### src/inc/pam_consts.vh
/*
 * constants for the port a pin multiplexer: register byte offsets,
 * reset values, key values and alternate function select codes.
 * assumes inclusion by bare name from the design files.
 */
`ifndef PAM_CONSTS_VH
`define PAM_CONSTS_VH

// register byte offsets on the wishbone slave (word aligned)
`define PAM_OFS_DATA      6'h00
`define PAM_OFS_DIR       6'h04
`define PAM_OFS_OPT       6'h08
`define PAM_OFS_ALT       6'h0c
`define PAM_OFS_KEY_FIRST 6'h10
`define PAM_OFS_KEY_SECND 6'h14
`define PAM_OFS_KEY_THIRD 6'h18
`define PAM_OFS_STATUS    6'h1c

// reset values
`define PAM_RST_DATA      6'h00
`define PAM_RST_DIR       6'h08
`define PAM_RST_OPT       6'h02
`define PAM_RST_ALT       12'h000
`define PAM_RST_OE_N      6'h3f
`define PAM_RST_PU        6'h0a

// strap counter value at which the synchronised strap is trusted
`define PAM_STRAP_WAIT    2'h2

// reset multiplexing key values
`define PAM_KEY_FIRST_VAL 8'h55
`define PAM_KEY_SECND_VAL 8'haa

// per-line alternate select codes (two bits per line)
`define PAM_SEL_GPIO      2'h0
`define PAM_SEL_ANALOG    2'h1
`define PAM_SEL_ALT1      2'h2
`define PAM_SEL_ALT2      2'h3

// status register field positions
`define PAM_ST_RSTFN_BIT  8
`define PAM_ST_PKG16_BIT  9
`define PAM_ST_ICC_BIT    10

`endif

### src/logic/pam_sync.v
/*
 * two flip-flop synchroniser for a vector of pin levels.
 * assumes each bit is an independent level; no bus coherency is given.
 */
`timescale 1ns/1ps
module pam_sync #(
    parameter W   = 1,
    parameter RST = 1'b0
) (
    input  wire         mclk_i,
    input  wire         nrst_i,
    input  wire [W-1:0] async_i,
    output wire [W-1:0] sync_o
);

    reg [W-1:0] meta_q;
    reg [W-1:0] sync_q;

    // first stage feeds only the second stage
    always @(posedge mclk_i or negedge nrst_i)
    begin
        if (!nrst_i)
        begin
            meta_q <= {W{RST}};
            sync_q <= {W{RST}};
        end
        else
        begin
            meta_q <= async_i;
            sync_q <= meta_q;
        end
    end

    assign sync_o = sync_q;

endmodule

### src/logic/pam_key.v
/*
 * two-byte key sequencer that releases the reset function of the shared
 * reset/line 3 pin. assumes one-cycle write strobes from the register slave.
 */
`timescale 1ns/1ps
`include "pam_consts.vh"
module pam_key (
    input  wire       mclk_i,
    input  wire       nrst_i,
    input  wire       lock_i,
    input  wire       wr_first_i,
    input  wire       wr_second_i,
    input  wire       wr_other_i,
    input  wire [7:0] wdata_i,
    output wire       released_o
);

    localparam ST_IDLE = 3'b001;
    localparam ST_ARM  = 3'b010;
    localparam ST_DONE = 3'b100;

    reg [2:0] state_q;
    reg [2:0] state_d;

    // next state; done is sticky until the next reset
    always @*
    begin
        state_d = state_q;
        case (state_q)
            ST_IDLE:
            begin
                if (wr_first_i && !lock_i && wdata_i == `PAM_KEY_FIRST_VAL)
                    state_d = ST_ARM;
            end
            ST_ARM:
            begin
                if (wr_second_i && wdata_i == `PAM_KEY_SECND_VAL)
                    state_d = ST_DONE;
                else if (wr_first_i && wdata_i == `PAM_KEY_FIRST_VAL)
                    state_d = ST_ARM;
                else if (wr_first_i || wr_second_i || wr_other_i)
                    state_d = ST_IDLE;
            end
            ST_DONE:
                state_d = ST_DONE;
            default:
                state_d = ST_IDLE;
        endcase
        if (lock_i && state_q != ST_DONE)
            state_d = ST_IDLE;
    end

    always @(posedge mclk_i or negedge nrst_i)
    begin
        if (!nrst_i)
            state_q <= ST_IDLE;
        else
            state_q <= state_d;
    end

    assign released_o = (state_q == ST_DONE) && !lock_i;

endmodule

### src/logic/pam_top.v
/*
 * port a pin multiplexer: six port lines, their alternate functions,
 * the shared reset/line 3 pin with its key release, and the 16-pin variant.
 * assumes a classic wishbone master on mclk_i, pads outside that resolve
 * in/out/oe_n triples (oe_n low = this block drives), and a package strap.
 */
// What this block does
// - after reset line 3 pin is reset input
// - keys 55h then AAh release reset function
// - 16-pin: line 3 always output, keys ignored
// - 16-pin: reset comes from dedicated pin
// - 16-pin: in-circuit clock/data on dedicated pins
// - reset returns line 1 to pulled-up input
// - reset-state pin setup held during reset
// - line 0: analog 0, pwm, in-circuit data
// - line 2: analog 2, capture input
// - line 4: analog 3, main clock out
// - line 5: analog 4, external clock in
// - line 1: analog 1, in-circuit clock
`timescale 1ns/1ps
`include "pam_consts.vh"
module pam_top (
    input  wire        mclk_i,
    input  wire        nrst_i,
    // classic wishbone slave
    input  wire        wb_cyc_i,
    input  wire        wb_stb_i,
    input  wire        wb_we_i,
    input  wire [5:0]  wb_adr_i,
    input  wire [3:0]  wb_sel_i,
    input  wire [31:0] wb_dat_i,
    output wire [31:0] wb_dat_o,
    output wire        wb_ack_o,
    // package strap: high on the 16-pin variant
    input  wire        pkg16_i,
    // port line pads, bit n = line n
    input  wire [5:0]  pad_in_i,
    output wire [5:0]  pad_out_o,
    output wire [5:0]  pad_oe_n_o,
    output wire [5:0]  pad_pu_o,
    // dedicated pads of the 16-pin variant
    input  wire        rst_pad_n_i,
    input  wire        icc_clk_pad_i,
    input  wire        icc_data_pad_i,
    output wire        icc_data_pad_o,
    output wire        icc_data_pad_oe_n_o,
    // on-chip peripherals
    input  wire        icc_mode_i,
    input  wire        icc_data_out_i,
    input  wire        icc_data_oe_i,
    input  wire        pwm_out_i,
    input  wire        mclk_out_i,
    output wire [4:0]  analog_en_o,
    output wire        icc_clk_o,
    output wire        icc_data_o,
    output wire        capture_o,
    output wire        ext_clk_o,
    output wire        rst_req_n_o,
    output wire        rst_fn_o
);

    // ------------------------------------------------------------------
    // pin synchronisers: every pad level passes two flops first
    wire [5:0] pad_s;
    wire [3:0] ded_s;
    wire       rst_pad_s;
    wire       icc_clk_s;
    wire       icc_dat_s;
    wire       pkg16_s;

    pam_sync #(.W(6), .RST(1'b1)) u_sync_pad (
        .mclk_i  (mclk_i),
        .nrst_i  (nrst_i),
        .async_i (pad_in_i),
        .sync_o  (pad_s)
    );

    // dedicated pads idle high so a reset does not look like a request
    pam_sync #(.W(4), .RST(1'b1)) u_sync_ded (
        .mclk_i  (mclk_i),
        .nrst_i  (nrst_i),
        .async_i ({pkg16_i, icc_data_pad_i, icc_clk_pad_i, rst_pad_n_i}),
        .sync_o  (ded_s)
    );

    assign rst_pad_s = ded_s[0];
    assign icc_clk_s = ded_s[1];
    assign icc_dat_s = ded_s[2];
    assign pkg16_s   = ded_s[3];

    // ------------------------------------------------------------------
    // strap capture: taken once after release, held until next reset.
    // until then the 8-pin behaviour (reset pin) stands, which is safe.
    reg pkg16_q;
    reg strap_done_q;
    reg [1:0] strap_cnt_q;

    always @(posedge mclk_i or negedge nrst_i)
    begin
        if (!nrst_i)
        begin
            pkg16_q      <= 1'b0;
            strap_done_q <= 1'b0;
            strap_cnt_q  <= 2'h0;
        end
        else if (!strap_done_q)
        begin
            // wait for the synchroniser to fill before trusting it
            strap_cnt_q <= strap_cnt_q + 2'h1;
            if (strap_cnt_q == `PAM_STRAP_WAIT)
            begin
                pkg16_q      <= pkg16_s;
                strap_done_q <= 1'b1;
            end
        end
    end

    // ------------------------------------------------------------------
    // wishbone slave: ack one cycle after the request, write at ack edge
    reg        ack_q;
    reg [31:0] rdat_q;
    reg [5:0]  data_q;
    reg [5:0]  dir_q;
    reg [5:0]  opt_q;
    reg [11:0] alt_q;
    reg [31:0] rdat_d;

    wire req    = wb_cyc_i && wb_stb_i;
    wire wr_hit = req && ack_q && wb_we_i && wb_sel_i[0];
    wire [7:0] wbyte = wb_dat_i[7:0];

    wire wr_data  = wr_hit && (wb_adr_i == `PAM_OFS_DATA);
    wire wr_dir   = wr_hit && (wb_adr_i == `PAM_OFS_DIR);
    wire wr_opt   = wr_hit && (wb_adr_i == `PAM_OFS_OPT);
    wire wr_alt   = wr_hit && (wb_adr_i == `PAM_OFS_ALT);
    wire wr_key1  = wr_hit && (wb_adr_i == `PAM_OFS_KEY_FIRST);
    wire wr_key2  = wr_hit && (wb_adr_i == `PAM_OFS_KEY_SECND);
    wire wr_key3  = wr_hit && (wb_adr_i == `PAM_OFS_KEY_THIRD);
    // any other register write breaks a pending key sequence
    wire wr_other = wr_hit && !wr_key1 && !wr_key2;

    wire rst_fn;

    // alt register needs both low bytes; upper lane gated separately
    always @(posedge mclk_i or negedge nrst_i)
    begin
        if (!nrst_i)
        begin
            ack_q  <= 1'b0;
            rdat_q <= 32'h00000000;
            data_q <= `PAM_RST_DATA;
            // line 1 back to input with pull-up
            dir_q  <= `PAM_RST_DIR;
            opt_q  <= `PAM_RST_OPT;
            alt_q  <= `PAM_RST_ALT;
        end
        else
        begin
            ack_q <= req && !ack_q;
            if (req && !ack_q)
                rdat_q <= rdat_d;
            if (wr_data)
                data_q <= wbyte[5:0];
            if (wr_dir)
                dir_q <= wbyte[5:0];
            if (wr_opt)
                opt_q <= wbyte[5:0];
            if (wr_alt)
                alt_q[7:0] <= wbyte;
            if (wr_alt && wb_sel_i[1])
                alt_q[11:8] <= wb_dat_i[11:8];
        end
    end

    // read mux; unmapped offsets and the key registers read as zero
    always @*
    begin
        rdat_d = 32'h00000000;
        case (wb_adr_i)
            `PAM_OFS_DATA:   rdat_d[5:0]  = data_q;
            `PAM_OFS_DIR:    rdat_d[5:0]  = dir_q;
            `PAM_OFS_OPT:    rdat_d[5:0]  = opt_q;
            `PAM_OFS_ALT:    rdat_d[11:0] = alt_q;
            `PAM_OFS_STATUS:
            begin
                rdat_d[5:0]              = pad_s;
                rdat_d[`PAM_ST_RSTFN_BIT] = rst_fn;
                rdat_d[`PAM_ST_PKG16_BIT] = pkg16_q;
                rdat_d[`PAM_ST_ICC_BIT]   = icc_mode_i;
            end
            default:         rdat_d = 32'h00000000;
        endcase
    end

    assign wb_ack_o = ack_q;
    assign wb_dat_o = rdat_q;

    // ------------------------------------------------------------------
    // key sequencer; a write to the third key register breaks a pending sequence
    wire released;

    pam_key u_key (
        .mclk_i      (mclk_i),
        .nrst_i      (nrst_i),
        .lock_i      (pkg16_q),
        .wr_first_i  (wr_key1),
        .wr_second_i (wr_key2),
        .wr_other_i  (wr_other | wr_key3),
        .wdata_i     (wbyte),
        .released_o  (released)
    );

    // shared pin is reset until released, never in 16-pin form
    assign rst_fn = !pkg16_q && !released;

    // ------------------------------------------------------------------
    // line select decode, used for every line except line 3
    function [1:0] sel_of;
        input [11:0] alt;
        input integer line;
        begin
            sel_of = alt[line*2 +: 2];
        end
    endfunction

    wire [1:0] sel0 = sel_of(alt_q, 0);
    wire [1:0] sel1 = sel_of(alt_q, 1);
    wire [1:0] sel2 = sel_of(alt_q, 2);
    wire [1:0] sel4 = sel_of(alt_q, 4);
    wire [1:0] sel5 = sel_of(alt_q, 5);

    // in-circuit signals on port lines only in 8-pin form
    wire icc_on_port = icc_mode_i && !pkg16_q;

    // analog enables isolate the digital buffer from the pad
    wire an0 = (sel0 == `PAM_SEL_ANALOG) && !icc_on_port;
    wire an1 = (sel1 == `PAM_SEL_ANALOG) && !icc_on_port;
    wire an2 = (sel2 == `PAM_SEL_ANALOG);
    wire an3 = (sel4 == `PAM_SEL_ANALOG);
    wire an4 = (sel5 == `PAM_SEL_ANALOG);

    assign analog_en_o = {an4, an3, an2, an1, an0};

    // ------------------------------------------------------------------
    // pad drive, registered so data outputs come from flops
    reg [5:0] out_q;
    reg [5:0] oe_n_q;
    reg [5:0] pu_q;
    reg [5:0] out_d;
    reg [5:0] oe_n_d;
    reg [5:0] pu_d;

    always @*
    begin
        out_d  = data_q;
        oe_n_d = ~dir_q;
        pu_d   = opt_q & ~dir_q;
        // line 0 pwm or in-circuit data
        if (icc_on_port)
        begin
            out_d[0]  = icc_data_out_i;
            oe_n_d[0] = !icc_data_oe_i;
            pu_d[0]   = !icc_data_oe_i;
        end
        else if (an0)
        begin
            oe_n_d[0] = 1'b1;
            pu_d[0]   = 1'b0;
        end
        else if (sel0 == `PAM_SEL_ALT1)
        begin
            out_d[0]  = pwm_out_i;
            oe_n_d[0] = 1'b0;
        end
        // line 1 in-circuit clock is an input
        if (icc_on_port)
        begin
            oe_n_d[1] = 1'b1;
            pu_d[1]   = 1'b1;
        end
        else if (an1)
        begin
            oe_n_d[1] = 1'b1;
            pu_d[1]   = 1'b0;
        end
        // line 2 analog or capture input
        if (an2 || sel2 == `PAM_SEL_ALT1)
        begin
            oe_n_d[2] = 1'b1;
            pu_d[2]   = an2 ? 1'b0 : pu_d[2];
        end
        // line 3 forced output in 16-pin form
        if (pkg16_q)
            oe_n_d[3] = 1'b0;
        // reset function: pad is an input, pulled up
        if (rst_fn)
        begin
            oe_n_d[3] = 1'b1;
            pu_d[3]   = 1'b1;
        end
        else
            pu_d[3] = 1'b0;
        if (an3)
        begin
            oe_n_d[4] = 1'b1;
            pu_d[4]   = 1'b0;
        end
        else if (sel4 == `PAM_SEL_ALT1)
        begin
            out_d[4]  = mclk_out_i;
            oe_n_d[4] = 1'b0;
        end
        if (an4 || sel5 == `PAM_SEL_ALT1)
        begin
            oe_n_d[5] = 1'b1;
            pu_d[5]   = an4 ? 1'b0 : pu_d[5];
        end
    end

    // reset-state pad setup held through reset
    always @(posedge mclk_i or negedge nrst_i)
    begin
        if (!nrst_i)
        begin
            out_q  <= 6'h00;
            oe_n_q <= `PAM_RST_OE_N;
            // line 1 pulled up; line 3 pulled up as reset input
            pu_q   <= `PAM_RST_PU;
        end
        else
        begin
            out_q  <= out_d;
            oe_n_q <= oe_n_d;
            pu_q   <= pu_d;
        end
    end

    assign pad_out_o  = out_q;
    assign pad_oe_n_o = oe_n_q;
    assign pad_pu_o   = pu_q;

    // ------------------------------------------------------------------
    // in-circuit signals and dedicated data pad
    reg icc_dat_out_q;
    reg icc_dat_oe_n_q;

    // dedicated data pad drives only in 16-pin form
    always @(posedge mclk_i or negedge nrst_i)
    begin
        if (!nrst_i)
        begin
            icc_dat_out_q  <= 1'b0;
            icc_dat_oe_n_q <= 1'b1;
        end
        else
        begin
            icc_dat_out_q  <= icc_data_out_i;
            icc_dat_oe_n_q <= !(pkg16_q && icc_mode_i && icc_data_oe_i);
        end
    end

    assign icc_data_pad_o      = icc_dat_out_q;
    assign icc_data_pad_oe_n_o = icc_dat_oe_n_q;

    // idle-high clock relies on board pull-up
    // clock and data source by package
    assign icc_clk_o  = pkg16_q ? icc_clk_s : pad_s[1];
    assign icc_data_o = pkg16_q ? icc_dat_s : pad_s[0];

    assign capture_o = (sel2 == `PAM_SEL_ALT1) ? pad_s[2] : 1'b0;
    // external clock from line 5; synchronised, so slow clocks only
    assign ext_clk_o = (sel5 == `PAM_SEL_ALT1) ? pad_s[5] : 1'b0;

    // ------------------------------------------------------------------
    // reset request towards the reset manager, active low
    reg rst_req_n_q;

    always @(posedge mclk_i or negedge nrst_i)
    begin
        if (!nrst_i)
            rst_req_n_q <= 1'b1;
        else if (pkg16_q)
            rst_req_n_q <= rst_pad_s;
        // 8-pin reset taken from line 3 pad
        else if (rst_fn)
            rst_req_n_q <= pad_s[3];
        else
            rst_req_n_q <= 1'b1;
    end

    assign rst_req_n_o = rst_req_n_q;
    assign rst_fn_o    = rst_fn;

endmodule

### config.mk
export PLATFORM = sky130hd
export DESIGN_NAME = pam_top
export DESIGN_NICKNAME = d
export VERILOG_FILES = /design/src/logic/pam_sync.v /design/src/logic/pam_key.v /design/src/logic/pam_top.v
export VERILOG_INCLUDE_DIRS = /design/src /design/src/inc
export SDC_FILE = /design/constraint.sdc
export NUM_CORES = 1
export LEC_CHECK = 0
export BUFFER_PORTS_ARGS = -buffer_cell sky130_fd_sc_hd__buf_2
export CAP_MARGIN = 0
export CORE_MARGIN = 2
export CORE_UTILIZATION = 40
export CTS_CLUSTER_DIAMETER = 60
export DETAILED_ROUTE_END_ITERATION = 8
export PLACE_DENSITY = 0.73
export REMOVE_ABC_BUFFERS = 1
export SYNTH_ARGS = -nofsm -noshare
export SYNTH_HDL_FRONTEND = slang
export SYNTH_HIERARCHICAL = 1
export SYNTH_SLANG_ARGS = --single-unit
### constraint.sdc
create_clock -name mclk_i -period 2.1 [get_ports mclk_i]
set_input_delay 0.105 -clock mclk_i [delete_from_list [all_inputs] [get_ports mclk_i]]
set_output_delay 0.105 -clock mclk_i [all_outputs]
set_load 0.05 [all_outputs]
==> results.toml, run 1 <==
[global_routing]
first_global_vias = 2708
global_route_wire_length_before_repair_um = 13400
grtUsageTotal_pct = 17.2
largest_net_degree_at_the_start_of_global_routing = 42
antenna_violations_before_repair = 0
total_grt_overflow = 0

[timing]
report.final.slew_viol_count = 0
worstMarginPinSlew_ns = 0.505
period_utilization_post_route_pct = 89.8
setup_tns_ns = 0
finClkSkew_ns = 0.00742
post-route-worst-setup-slack_ns = 0.215
min_period_ns = 1.89
rsz0062_at_grt = "false"
setup-violations-final = 0
achievable-frequency_mhz = 530
timing.max_slew.rel_slack_pct = 66.3
finalHoldViolations = 0

[setup_path]
worstPathRequired_ns = 2.35
critical_path.endpoint_type = "flip-flop"
setup.worst_path.start_class = "flip-flop"
critical_path_peak_fanout = 6
critical_path.slowest_cell = "sky130_fd_sc_hd__or3_1"
arrival_ns = 2.14
slowest_delay_ns = 0.58
critical_path_class = "flip-flop to flip-flop"
timing.critical_path.cells = "and3_1, nand3_1, or3_1, mux2_4"

[placed_design]
placed_instances = 527
place.detailed.hpwl_um = 6130
placed_cell_area_um2 = 4470
place.gp.congestion = 0.900
pre_cts_slack_ns = 0.240
numPortBuffers = 83

[clock_network]
cts_max_level = 3
clock_tree_from_tritoncts = "built"
clk_transition_reported_paths_ns = 0.08
tritoncts.num_buffers = 9
clock_latency_ns = 0.37
clk_root_buffer_cell = "sky130_fd_sc_hd__clkbuf_8"
post_cts_resized = 0
clk_path_buf_depth = 2
cts.sinks = 91

[floorplanning]
floorplan.die.height_um = 103
die_w_um = 103
floorplan.initialDensity_pct = 40.7
top_level_ports = 126
full_die_area_um2 = 10600
core_area_um2 = 9640
placementRows = 36

[yosys]
share_of_synthesized_cell_area_in_full_adder_half_adder_and_majority_cells_pct = 1.59
synthFlopType = "sky130_fd_sc_hd__dfrtp_1"
synth.area.top_cells = "sky130_fd_sc_hd__dfrtp_1 (37%), sky130_fd_sc_hd__dfstp_2 (22%), sky130_fd_sc_hd__mux2_2 (8.0%)"
multiplexer_area_fraction_after_synthesis_pct = 13.6
ys.warnings.count = 6
synth-compound-area-share_pct = 5.61
combinational_family_with_the_most_area_after_synthesis = "multiplexers"
synth.largest_area_cell = "sky130_fd_sc_hd__dfrtp_1"
area_share_of_the_leading_cell_type_in_the_synthesized_netlist_pct = 37.0
async_reset_ff_share_pct = 100
synthSimpleGateAreaFrac_pct = 13.6
ys_seq_area_share_pct = 59.0
synth_cell_types = 46
avgSynthCellArea_um2 = 12.6
synthCells = 311
mappedNetlistArea_um2 = 3930
synthXorXnorAreaFrac_pct = 0.223
yosys_register_bits = 91
number_of_synthesized_flops_with_an_enable_pin = 0

[power_and_ir_drop]
power.share.sequential_pct = 52.7
cellPowerDensity_nw_per_um2 = 725
switchingPower_mw = 0.996
peakVddDrop_v = 0.000502
power.switching_fraction_pct = 28.2
intPower_mw = 2.54
combinationalPowerShare_pct = 13.9
p_clk_share_pct = 33.4
leakage_nw = 2.37

[layout]
post_layout_nonfiller_instances = 564
num-fill-cells = 874
stdcell_area_um2 = 4880
fin_nets = 493
multiInputGateArea_um2 = 1440
layout.cells.most_common = "sky130_fd_sc_hd__buf_2"
post_route_cells_drive_above_1_share_pct = 42.9
n_antenna_cell = 0
area_delta_synth_final_pct = 24.3
most_frequent_cells_in_the_layout = "sky130_fd_sc_hd__buf_2 (82), sky130_fd_sc_hd__dfrtp_1 (58), sky130_fd_sc_hd__dfstp_2 (33), sky130_fd_sc_hd__mux2_2 (28), sky130_fd_sc_hd__nor2_1 (22)"
layout.area.seq_um2 = 2320

[drt]
detail_route.first_pass.iterations = 4
drt-total-wl_um = 8280
antenna_violating_nets_remaining = 0
post-route-drc-count = 0
initialDrtViolationCount = 138
route.detailed.vias_per_inst = 4.66
vias = 2626
drt-wirelength-per-cell_um = 14.7

[run_status]
status = "finished, final reports clean"

[run]
cap_violations = 0

[hold_path]
worstHoldPathType = "input port to flip-flop"
-- logic make-up after synthesis --
group | after synthesis
compound gates | 34
simple gates | 94
other cells | 1
xor+xnor | 1
buf+inv | 38
fa+ha+maj | 5
mux | 47
flops | 91
-- path summary, 6_finish.rpt --
path | from | slack [ns] | end | depth (start not counted)
max reg2reg | wb_ack_o | 0.21 | dir_q[2] | 4
max | wb_ack_o | 0.21 | dir_q[2] | 4
min reg2reg | u_sync_pad/meta_q[3] | 0.36 | u_sync_pad/sync_o[3] | 0
min in group asynchronous | nrst_i | 0.25 | pad_out_o[4] | 2
min | pwm_out_i | 0.04 | pad_out_o[0] | 3
max in group asynchronous | nrst_i | 1.16 | dir_q[3] | 3
-- final cells by class --
| cell class | instances | area share (%) |
|---|---|---|
| flip-flops and latches | 91 | 47.5 |
| repair buffers | 116 | 15.0 |
| multi-input cells | 201 | 29.4 |
| clock buffers | 12 | 3.64 |
| well taps | 133 | 3.41 |
| clock inverters | 4 | 0.538 |
| inverters | 7 | 0.538 |
-- synthesized netlist by cell type (3+ instances only) --
| cell | instances |
|---|---|
| sky130_fd_sc_hd__dfrtp_1 | 58 |
| sky130_fd_sc_hd__ha_1 | 5 |
| sky130_fd_sc_hd__mux2_4 | 6 |
| sky130_fd_sc_hd__clkbuf_1 | 3 |
| sky130_fd_sc_hd__nand2_1 | 21 |
| sky130_fd_sc_hd__nor2b_1 | 9 |
| sky130_fd_sc_hd__o22a_1 | 6 |
| sky130_fd_sc_hd__o21ai_0 | 8 |
| sky130_fd_sc_hd__a31oi_1 | 7 |
| sky130_fd_sc_hd__nor3b_1 | 4 |
| sky130_fd_sc_hd__nand3_1 | 8 |
| sky130_fd_sc_hd__mux2i_1 | 13 |
| sky130_fd_sc_hd__a22oi_1 | 3 |
| sky130_fd_sc_hd__a21oi_1 | 5 |
| sky130_fd_sc_hd__nand4b_1 | 3 |
| sky130_fd_sc_hd__mux2_2 | 28 |
| sky130_fd_sc_hd__dfstp_2 | 33 |
| sky130_fd_sc_hd__nor2_1 | 22 |
| sky130_fd_sc_hd__buf_4 | 27 |
| sky130_fd_sc_hd__nand2b_1 | 5 |
| sky130_fd_sc_hd__inv_1 | 7 |
-- registers in the layout, summed over array words and instances (netlist names) --
signal / count
alt_q: 12
wb_dat_o: 12
data_q: 6
dir_q: 6
opt_q: 6
pad_oe_n_o: 6
pad_out_o: 6
pad_pu_o: 6
u_sync_pad/meta_q: 6
u_sync_pad/sync_o: 6
u_sync_ded/meta_q: 4
u_sync_ded/sync_o: 4
u_key/state_q: 3
strap_cnt_q: 2
icc_data_pad_o: 1
icc_data_pad_oe_n_o: 1
pkg16_q: 1
rst_req_n_o: 1
strap_done_q: 1
wb_ack_o: 1
-- critical path, delay by kind of cell, from the launching register on --
| kind | cells | cell delay [ns] |
|---|---|---|
| DFF | 1 | 0.44 |
| muxes | 1 | 0.36 |
| and+or+nand+nor | 3 | 0.97 |
-- per-stage QoR --
stage | hold slack, ns | total power, mW | util, %
2_1_floorplan | -0.191 | 2.19 | -
3_3_place_gp | 0.105 | 2.35 | 46.3
3_5_place_dp | 0.120 | 2.36 | 46.3
4_1_cts | 0.0229 | 3.58 | 50.6
5_1_grt | 0.0371 | 3.71 | 50.6
6_report | 0.0394 | 3.54 | 50.6
-- timing repair --
item	4_1_cts	5_1_grt
hold buffers	21	0
endpoints found under the hold margin	38	0
setup buffers	0	0
setup endpoints to repair	0	0
-- power by group through the flow --
stage	registers, mW	clock network, mW	logic [mW]
floorplan	2.03	0	0.161
global placement	1.89	0	0.458
detailed placement	1.90	0	0.465
CTS	1.87	1.22	0.495
global route	1.87	1.30	0.532
finish	1.86	1.18	0.491
-- metal layers --
layer | vias up | track usage, % | share of wire, %
met5 | - | 0 | 0
met4 | 0 | 5.16 | 1.8
met3 | 11 | 5.97 | 6.5
met2 | 94 | 26.8 | 47
met1 | 1257 | 22.7 | 44
li1 | 1264 | - | -
Note: power is estimated with default switching activity, not from simulation.
==> run 2, diff against run 1 <==
--- a/config.mk
+++ b/config.mk
@@ -9,10 +9,10 @@
 export BUFFER_PORTS_ARGS = -buffer_cell sky130_fd_sc_hd__buf_2
 export CAP_MARGIN = 0
 export CORE_MARGIN = 2
-export CORE_UTILIZATION = 40
+export CORE_UTILIZATION = 51
 export CTS_CLUSTER_DIAMETER = 60
 export DETAILED_ROUTE_END_ITERATION = 8
-export PLACE_DENSITY = 0.73
+export PLACE_DENSITY = 0.88
 export REMOVE_ABC_BUFFERS = 1
 export SYNTH_ARGS = -nofsm -noshare
 export SYNTH_HDL_FRONTEND = slang
==> results.toml, run 2 (same netlist as run 1, synthesis figures left out) <==
[power_and_ir_drop]
intPower_mw = 2.45
power.share.sequential_pct = 54.2
peakVddDrop_v = 0.000697
power.switching_fraction_pct = 28.8
p_clk_share_pct = 31.6
leakage_nw = 2.34
switchingPower_mw = 0.992
combinationalPowerShare_pct = 14.2
power_mw = 3.45
cellPowerDensity_nw_per_um2 = 721

[timing]
period_utilization_post_route_pct = 90.0
timing.max_slew.rel_slack_pct = 60.9
worstMarginPinSlew_ns = 0.587
fin_hold_ws_ns = 0.00817
rsz0062_at_grt = "false"
min_period_ns = 1.89
setup-violations-final = 0
report.final.slew_viol_count = 0
achievable-frequency_mhz = 529
finClkSkew_ns = 0.00734
setup_tns_ns = 0
finalHoldViolations = 0

[clock_network]
clk_root_buffer_cell = "sky130_fd_sc_hd__clkbuf_8"
tritoncts.num_buffers = 9
clk_path_buf_depth = 2
cts.sinks = 91
cts_setup_buffers = 0
clock_latency_ns = 0.36
clk_transition_reported_paths_ns = 0.08
clock_tree_from_tritoncts = "built"
cts_max_level = 3

[setup_path]
critical_path_class = "flip-flop to output port"
critical_path.endpoint_type = "output port"
critical_path_peak_fanout = 13
worstPathRequired_ns = 2.00
r2r_cell_count = 4
arrival_ns = 1.78
setup.worst_path.start_class = "flip-flop"

[global_routing]
first_global_vias = 2758
total_grt_overflow = 0
grtUsageTotal_pct = 21.2
largest_net_degree_at_the_start_of_global_routing = 48
global_route_wire_length_before_repair_um = 13600
antenna_violations_before_repair = 0

[layout]
n_antenna_cell = 0
stdcell_area_um2 = 4780
area_delta_synth_final_pct = 21.8
layout.cells.most_common = "sky130_fd_sc_hd__buf_2"
post_route_cells_drive_above_1_share_pct = 42.6
most_frequent_cells_in_the_layout = "sky130_fd_sc_hd__buf_2 (82), sky130_fd_sc_hd__dfrtp_1 (58), sky130_fd_sc_hd__dfstp_2 (33), sky130_fd_sc_hd__mux2_2 (28), sky130_fd_sc_hd__nor2_1 (22)"
post_layout_nonfiller_instances = 526
layout.area.seq_um2 = 2320
num-fill-cells = 556
multiInputGateArea_um2 = 1440
fin_nets = 489

[run]
cap_violations = 0

[drt]
initialDrtViolationCount = 228
antenna_violating_nets_remaining = 0
vias = 2691
detail_route.first_pass.iterations = 4
route.detailed.vias_per_inst = 5.12
post-route-drc-count = 0
drt-total-wl_um = 8430
drt-wirelength-per-cell_um = 16.0

[run_status]
status = "finished, final reports clean"

[hold_path]
worstHoldPathType = "input port to flip-flop"
hold_path_depth = 2

[floorplanning]
die_w_um = 91.8
floorplan.initialDensity_pct = 53.3
core_area_um2 = 7370
full_die_area_um2 = 8420
top_level_ports = 126
floorplan.die.height_um = 91.8
placementRows = 31

[placed_design]
placed_cell_area_um2 = 4400
placed_instances = 490
place.gp.congestion = 0.914
numPortBuffers = 83
place.detailed.hpwl_um = 5940
## run 2: routing by layer
layer	global-route usage (%)	vias to the layer above	part of all wire [%]
li1	-	1255	-
met1	25.9	1321	41
met2	35.5	96	51
met3	6.41	19	6.0
met4	8.33	0	2.2
met5	0	-	0
## run 2: cell type report
class,count,share of cell area (%)
flip-flops and latches,91,48.5
multi-input cells,201,30.0
repair buffers,112,14.6
clock buffers,12,3.24
well taps,99,2.59
inverters,7,0.549
clock inverters,4,0.523
## run 2: worst paths after layout
kind                                 startpoint              endpoint  slack, ns
max in group asynchronous                nrst_i  u_sync_pad/meta_q[5]       1.12
hold reg to reg            u_sync_pad/meta_q[5]  u_sync_pad/sync_o[5]       0.35
setup reg to reg                       wb_ack_o              dir_q[2]       0.30
setup / recovery                        pkg16_q              rst_fn_o       0.21
min in group asynchronous                nrst_i           pad_pu_o[0]       0.28
hold / removal                      wb_dat_i[6]              alt_q[6]      0.008
## run 2: repair_timing
item / in CTS / in global routing
hold endpoints to repair: 56 / 0
hold buffers: 20 / 0
gates resized for setup: 0 / 0
## run 2: worst max-delay path, stage by stage (launching register included)
cell	delay, ns
sky130_fd_sc_hd__dfrtp_1	0.63
sky130_fd_sc_hd__nor2_1	0.20
sky130_fd_sc_hd__nor2_1	0.26
sky130_fd_sc_hd__buf_2	0.32
## run 2: per-stage QoR
step	util, %	worst slack [ns]
finish	64.9	0.210
global route	64.9	0.0874
CTS	64.9	0.205
detailed placement	59.7	0.315
global placement	59.7	0.335
floorplan	-	0.0866
## run 2: power by group through the flow
| stage | Combinational, mW | Sequential [mW] | Clock, mW |
|---|---|---|---|
| after floorplan | 0.161 | 2.03 | 0 |
| after global placement | 0.449 | 1.90 | 0 |
| after detailed placement | 0.457 | 1.90 | 0 |
| after CTS | 0.487 | 1.87 | 1.11 |
| after global routing | 0.518 | 1.87 | 1.18 |
| final | 0.488 | 1.87 | 1.09 |
